**src/rtl/tcp_consts.svh**
```systemverilog
// constants for the timer/counter with prescaler
`ifndef TCP_CONSTS_SVH
`define TCP_CONSTS_SVH
// instruction cycle = four phase clocks
`define TCP_CLK_NS 50
`define TCP_PHASES_PER_CYC 4
`define TCP_CYC_W 2
// writes hold off counting for this many instruction cycles
`define TCP_WR_HOLD 2
`define TCP_HOLD_W 2
`define TCP_PRE_W 8
`define TCP_PS_W 3
`define TCP_CNT_RST 16'h0000
`define TCP_PRE_RST 8'h00
`define TCP_LOW_MAX 8'hff
`define TCP_FULL_MAX 16'hffff
`endif

```
**src/rtl/tcp_pkg.sv**
```systemverilog
// types for the timer/counter with prescaler
package tcp_pkg;
  typedef enum logic [1:0] {
    TCP_SRC_TIMER = 2'b01,
    TCP_SRC_COUNTER = 2'b10
  } tcp_src_t;
endpackage

```
**src/rtl/tcp_edge_sync.sv**
```systemverilog
// synchroniser and edge detector for the external count input
`timescale 1ns/1ns
`default_nettype none
module tcp_edge_sync (
  input wire logic mclk,
  input wire logic rst,
  input wire logic pin,
  input wire logic falling,
  output logic edge_pulse
);
  logic s1, s2, s3;
  logic next_s1, next_s2, next_s3;

  // ---------------------------------------------------------------
  // two-flop synchroniser, third flop for edge history
  // ---------------------------------------------------------------
  always_comb begin
    next_s1 = pin;
    next_s2 = s1;
    next_s3 = s2;
  end

  always_ff @(posedge mclk or posedge rst) begin
    if (rst) begin
      s1 <= 1'b0;
      s2 <= 1'b0;
      s3 <= 1'b0;
    end else begin
      s1 <= next_s1;
      s2 <= next_s2;
      s3 <= next_s3;
    end
  end

  // s1 is never looked at here: metastability stays in the chain
  assign edge_pulse = falling ? (s3 & ~s2) : (~s3 & s2);
endmodule
`default_nettype wire

```
**src/rtl/tcp_timer.sv**
```systemverilog
// timer/counter with 8-bit prescaler and overflow flag
`timescale 1ns/1ns
`default_nettype none
`include "tcp_consts.svh"
module tcp_timer (
  input wire logic mclk,
  input wire logic rst,
  input wire tcp_pkg::tcp_src_t clock_source_select,
  input wire logic source_edge_select,
  input wire logic prescaler_assign,
  input wire logic [2:0] prescale_select,
  input wire logic timer_on,
  input wire logic eight_bit_mode,
  input wire logic overflow_irq_enable,
  input wire logic external_count_input,
  input wire logic low_write,
  input wire logic low_read,
  input wire logic high_write,
  input wire logic [7:0] wdata,
  input wire logic flag_clear,
  input wire logic sleeping,
  output logic [7:0] low_count_byte,
  output logic [7:0] high_byte_buffer,
  output logic overflow_flag,
  output logic irq,
  output logic wake
);
  import tcp_pkg::*;

  logic [15:0] count, next_count;
  logic [7:0] hbuf, next_hbuf;
  logic [7:0] pre, next_pre;
  logic [`TCP_CYC_W-1:0] phase, next_phase;
  logic [`TCP_HOLD_W-1:0] hold, next_hold;
  logic flag, next_flag;
  logic cyc_tick, ext_edge, src_ev, pre_out, inc, wrap;
  logic [7:0] pre_mask;

  // ---------------------------------------------------------------
  // count sources
  // ---------------------------------------------------------------
  tcp_edge_sync u_sync (
    .mclk(mclk),
    .rst(rst),
    .pin(external_count_input),
    .falling(source_edge_select),
    .edge_pulse(ext_edge)
  );

  assign cyc_tick = (phase == 2'(`TCP_PHASES_PER_CYC - 1));
  // timer mode ticks per cycle, counter mode per edge
  assign src_ev = timer_on &&
    ((clock_source_select == TCP_SRC_TIMER) ? cyc_tick :
     (clock_source_select == TCP_SRC_COUNTER) && ext_edge);

  // prescaler output fires when all low n+1 bits are ones
  assign pre_mask = 8'((9'h002 << prescale_select) - 9'h001);
  assign pre_out = ((pre & pre_mask) == pre_mask);
  // assignment read live each event, so it may change any time
  assign inc = src_ev && (hold == 2'h0) &&
    (prescaler_assign ? 1'b1 : pre_out);
  assign wrap = inc && (eight_bit_mode ?
    (count[7:0] == `TCP_LOW_MAX) : (count == `TCP_FULL_MAX));

  // ---------------------------------------------------------------
  // next-state logic
  // ---------------------------------------------------------------
  always_comb begin
    next_phase = phase + 2'h1;
    next_pre = pre;
    next_count = count;
    next_hbuf = hbuf;
    next_hold = hold;
    next_flag = flag;
    if (hold != 2'h0 && cyc_tick) begin
      next_hold = hold - 2'h1;
    end
    if (src_ev && !prescaler_assign) begin
      next_pre = pre + 8'h01; // internal only, no port reads it
    end
    if (inc) begin
      next_count = count + 16'h0001;
      if (eight_bit_mode) begin
        next_count[15:8] = count[15:8];
      end
    end
    if (high_write) begin
      next_hbuf = wdata;
    end
    if (low_read && !eight_bit_mode) begin
      next_hbuf = count[15:8];
    end
    if (low_write) begin
      next_count[7:0] = wdata;
      if (!eight_bit_mode) begin
        next_count[15:8] = hbuf; // all sixteen bits at once
      end
      next_hold = 2'(`TCP_WR_HOLD);
      if (!prescaler_assign) begin
        next_pre = `TCP_PRE_RST; // assignment bit untouched
      end
    end
    // set wins over a clear in the same cycle
    if (flag_clear) begin
      next_flag = 1'b0; // only software clears
    end
    if (wrap) begin
      next_flag = 1'b1;
    end
  end

  always_ff @(posedge mclk or posedge rst) begin
    if (rst) begin
      phase <= 2'h0;
      pre <= `TCP_PRE_RST;
      count <= `TCP_CNT_RST;
      hbuf <= 8'h00;
      hold <= 2'h0;
      flag <= 1'b0;
    end else begin
      phase <= next_phase;
      pre <= next_pre;
      count <= next_count;
      hbuf <= next_hbuf;
      hold <= next_hold;
      flag <= next_flag;
    end
  end

  // ---------------------------------------------------------------
  // outputs
  // ---------------------------------------------------------------
  assign low_count_byte = count[7:0];
  assign high_byte_buffer = hbuf;
  assign overflow_flag = flag;
  assign irq = flag && overflow_irq_enable;
  // clocks stop in sleep, so this source can never wake the core;
  // the sleeping input is kept for the core's sake and read nowhere here
  assign wake = 1'b0;
endmodule
`default_nettype wire

```
**config.mk**
```make
export PLATFORM = sky130hd
export DESIGN_NAME = tcp_timer
export DESIGN_NICKNAME = d
export VERILOG_FILES = /design/src/rtl/tcp_pkg.sv /design/src/rtl/tcp_edge_sync.sv /design/src/rtl/tcp_timer.sv
export VERILOG_INCLUDE_DIRS = /design/src /design/src/rtl
export SDC_FILE = /design/constraint.sdc
export NUM_CORES = 1
export LEC_CHECK = 0
export ABC_AREA = 0
export BUFFER_PORTS_ARGS = -buffer_cell sky130_fd_sc_hd__buf_2
export CORE_MARGIN = 2
export CORE_UTILIZATION = 55
export CTS_CLUSTER_DIAMETER = 120
export DETAILED_ROUTE_END_ITERATION = 8
export GPL_TIMING_DRIVEN = 0
export PLACE_DENSITY_LB_ADDON = 0.1
export SETUP_SLACK_MARGIN = 0.5
export SLEW_MARGIN = 10
export SYNTH_ARGS = -nofsm -noshare
export SYNTH_HDL_FRONTEND = slang
export SYNTH_SLANG_ARGS = --single-unit
```
**constraint.sdc**
```tcl
create_clock -name mclk -period 3.3 [get_ports mclk]
set_clock_uncertainty 0.2 [all_clocks]
set_input_delay 0.66 -clock mclk [delete_from_list [all_inputs] [get_ports mclk]]
set_output_delay 0.66 -clock mclk [all_outputs]
set_load 0.05 [all_outputs]
```
# Yosys cells after proc, flatten, opt, wreduce, memory -nomap -nowiden

Index checks and enable logic that the tools add are counted.

Bitwise gates (word level): 5
Reductions and logical operators: 17
$add $sub $neg: 5
Multiplexer cells: 17
Equal/unequal tests: 6
Shifts and indexed selects: 1

Operator list:

| operator                | number |
|---|---|
| $mux W8                 | 7 |
| $mux W16                | 2 |
| $add A16 B1 Y16 const B | 1 |
| $eq A16 B16 Y1 const B  | 1 |
| $reduce_bool A2 Y1      | 5 |
| $logic_and A1 B1 Y1     | 9 |
| $add A8 B1 Y8 const B   | 1 |
| $and A8 B8 Y8           | 1 |
| $eq A8 B8 Y1            | 1 |
| $eq A8 B8 Y1 const B    | 1 |
| $shl A2 B3 Y8 const A   | 1 |
| $sub A8 B1 Y8 const B   | 1 |
| $mux W1                 | 6 |
| $eq A2 B2 Y1 const B    | 2 |
| $mux W2                 | 2 |
| $add A2 B1 Y2 const B   | 1 |
| $and A1 B1 Y1           | 2 |
| $eq A2 B1 Y1 const B    | 1 |
| $logic_not A1 Y1        | 2 |
| $logic_not A2 Y1        | 1 |
| $not A1 Y1              | 2 |
| $sub A2 B1 Y2 const B   | 1 |

Output and inout bits: 19
Flip-flop bits (word level): 40
Word-level logic and storage cells: 61
Input port bits: 26

# Longest topological paths before layout

Depth in word-level cells: 11
Gate-level depth with buffers: 11

# By module

Synthesis repeated with hierarchy kept, for this count alone.

Cells, all modules: 269
Area, all modules: 2,449.8 um^2

By module, submodules not included:

| module        | times used | area an instance (um^2) | cells an instance | seq. area each (um^2) |
|---|---|---|---|---|
| tcp_timer     | 1          | 2,348.5                 | 262               | 925.9 |
| tcp_edge_sync | 1          | 101.3                   | 7                 | 75.1 |

# Least setup slack after synthesis

No wires, ideal clock.

Path kind: input to register
Start point: in prescale_select[2]
End point: reg count[1]
Arrival time: 2.531 ns
Cell stages on the path: 8
Path slack: 0.444 ns
Required time: 2.975 ns
Path buffers: 0
Cell sequence: or3_4 > ha_1 > o21ai_0 > a21oi_2 > a31oi_2 > nor4_4 > mux2_2 > mux2_2

Cells in the longest elaborated chain, start to end: 7

Ends and longest elaborated chain:

| item                             | line             | text |
|---|---|---|
| start: declaration               | tcp_timer.sv:11  | `input wire logic [2:0] prescale_select,` |
| $shl A2 B3 Y8 (*)                | tcp_timer.sv:57  | `assign pre_mask = 8'((9'h002 << prescale_select) - 9'h001);` |
| $sub A8 B1 Y8 (*)                | tcp_timer.sv:57  |  |
| $and A8 B8 Y8                    | tcp_timer.sv:58  | `assign pre_out = ((pre & pre_mask) == pre_mask);` |
| $eq A8 B8 Y1 (*)                 | tcp_timer.sv:58  |  |
| $mux W1 (*)                      | tcp_timer.sv:61  | `(prescaler_assign ? 1'b1 : pre_out);` |
| $logic_and A1 B1 Y1 (*)          | tcp_timer.sv:60  | `assign inc = src_ev && (hold == 2'h0) &&` |
| $reduce_bool A2 Y1 (no line) (*) | n/a              |  |
| end signal: assignment           | tcp_timer.sv:116 | `` count <= `TCP_CNT_RST; `` |
| end signal: assignment           | tcp_timer.sv:123 | `count <= next_count;` |
| end: declaration                 | tcp_timer.sv:30  | `logic [15:0] count, next_count;` |

Every way passes the cells marked *; elsewhere a longest branch is shown, timed or not.
A chain may end at the register's enable or synchronous reset.

# Worst setup path after layout

Start point: in prescale_select[0]
End point: reg count[1]

Same word-level chain as after synthesis.

==> reports/qor.txt <==
Minimum clock period: 2.70 ns
Net Count, Synth: 316
CP max-delay cell: nor4_4
Synth Register Bits: 40
Slowest stage delay, CP: 0.43 ns
Fin worst setup slack: 0.605 ns
Nets: 369
Most frequent cell after synthesis: dfrtp_1
Max cap viols: 0
H-tree Lvls: 2
CTS buffer count: 5
Tcrit/Tclk final: 0.817
R2R Path End: count[1]
Layout cells sized above 1: 0.242
Worst min path class: input pin to asynchronous set/reset pin
Port Buf Inserts: 40
Post-Layout Cell Count: 391
TritonCTS clock tree: built
Die width: 71.7 um
Drt first pass iters: 5
Root buf cell: clkbuf_8
Largest net degree at the start of global routing: 24
Setup tns final: 0 ns
P per Cell Area: 445 mW/mm^2
Synth warn: 0
Synth area leaders: dfrtp_1 40%, mux2i_1 6.0%, nand2_1 4.9%
Reg2Reg Depth: 6
Yosys top cell by area: dfrtp_1
R2R setup slack: 0.78 ns
Die ar.: 0.00513 sq mm
Mean Syn Cell Area: 8.83 sq um
Primary FF master, synth: dfrtp_1
Iter 0 DRT Violations: 153
Vias in the first global route: 2091
Syn Std Cell Area: 0.00252 sq mm
Worst Path Arrival: 2.68 ns
Via count: 2264
Startpoint Class: input pin
Final setup viols: 0
Syn Inst Count: 285
Vias per cell: 5.79
CP Class: input pin to register
Detailed Place HPWL: 4.49 mm
Slew Limit Fails: 0
Placed cells: 378
CP Cell Sequence: buf_6 -> or3_4 -> ha_4 -> nand4b_1 -> o21ai_1 -> nor4_4 -> mux2_4 -> mux2_4
Crit path capture type: register
Wirelength per Cell: 15.7 um
Crit path top cell by count: mux2_4
Async SR Flop Fraction: 1.00
CTS Sinks: 40
Slew headroom: 0.603
Remaining Overflow, GRT: 0
Antenna violations before repair: 0
Detail Route Antenna Nets: 0
Place WS: 0.0663 ns
First-pass GRT wire length: 10.1 mm
Count of different cell masters after synthesis: 53
Die height: 71.7 um
Fmax: 0.371 GHz
Reg clk slew, reported paths: 0.08 ns
DRC: 0
Cell Rows: 24
RePlAce Congestion: 0.849
Initial Util: 0.574
Core Region: 0.00438 sq mm
R2r startpoint: u_sync.s3
Worst vdd ir: 0.256 mV
Result of the run: complete, no violations
Ant diodes: 0
Final hold vios: 0
Worst Hold Slack: 0.150 ns
Synth top area share: 0.398
WP data required: 3.28 ns
Most instantiated cells after synthesis: 40 x dfrtp_1, 33 x nand2_1, 22 x o21ai_0
RSZ-0062 raised after global routing: false
Worst-Margin Slew: 0.596 ns
Clk buf depth: 2
Skew-Pair Late Insertion Delay: 0.30 ns
Tot GR Track Use: 0.252
Routed Wire Length: 6.14 mm
Worst-path maximum fanout: 6
Sequential element share of the synthesized area: 0.398
Area grow syn2layout: 20.8%
Post-synth EDFFs: 0
Num ports: 45
Leakage: 0.00136 uW
==> cell usage in the layout, fill, tap and decap left out, types with 5 or more instances in the layout <==
cell type / instances
mux2i_1: 15
a21oi_1: 6
nand2_1: 33
buf_2: 38
nor2_1: 21
nor4_1: 6
dfrtp_1: 40
buf_4: 13
clkbuf_1: 7
and3_1: 7
o21ai_0: 21
clkbuf_8: 5
nor3_1: 7
nand3_1: 11
inv_1: 14
nand4_1: 5
nand2b_1: 6
==> report_power, final <==
group	leakage (uW)	internal, uW	switching [uW]
Combinational	0.000815	126	222
Sequential	0.000491	541	59.3
Clock	0.0000541	224	182
Total	0.00136	891	463
==> cell type report <==
type	count	area, sq um
Multi-Input combinational cell	210	1390
Fill cell	355	1340
Sequential cell	40	1000
Timing Repair Buffer	46	290
Buffer	20	124
Clock buffer	5	68.8
Tap cell	52	65.1
Inverter	15	56.3
Clock inverter	3	42.5
==> per-layer routing <==
layer	vias to the layer above	global-route usage	wire (um)
met3	11	0.0394	265
met1	1056	0.352	2900
met5	-	0	0
met2	67	0.400	2870
met4	0	0.0881	106
li1	1130	-	-
==> worst max-delay path: cells and delay by family <==
| kind | cells | cell delay (ns) |
|---|---|---|
| simple gates | 3 | 0.92 |
| compound gates | 1 | 0.21 |
| fa+ha+maj | 1 | 0.19 |
| mux | 2 | 0.59 |
| buf+inv | 1 | 0.10 |
==> kinds of logic after synthesis <==
family,count (synthesis),share of synthesized area
AND/OR/NAND/NOR,122,0.259
AO/OA/AOI/OAI,60,0.159
flip-flops,40,0.398
buffers and inverters,35,0.0716
multiplexers,18,0.0731
adder cells (fa/ha/maj),5,0.0249
XOR/XNOR,4,0.0139
other,1,0.00149
==> worst max-delay path by stage <==
stage / start / endpoint
final: prescale_select[0] / count[1]
after global routing: prescale_select[0] / register
after CTS: prescale_select[0] / count[1]
after detailed placement: prescale_select[2] / register
after global placement: prescale_select[2] / register
after floorplan: prescale_select[2] / register
==> metrics by stage <==
stage	power (uW)	utilization	cell area, sq um
after floorplan	844	-	2520
after global placement	929	0.635	2780
after detailed placement	940	0.641	2810
after CTS	1350	0.688	3010
after global routing	1420	0.694	3040
final	1350	0.694	3040
==> repair_timing <==
action                                  in CTS  in global routing
cloned                                       0                  0
endpoints found under the setup margin       5                  9
buffers inserted                             4                  1
resized for setup                           11                  3
pin swaps                                    4                  2
hold buffers                                 0                  0
Power figures use the tool's default switching activity.
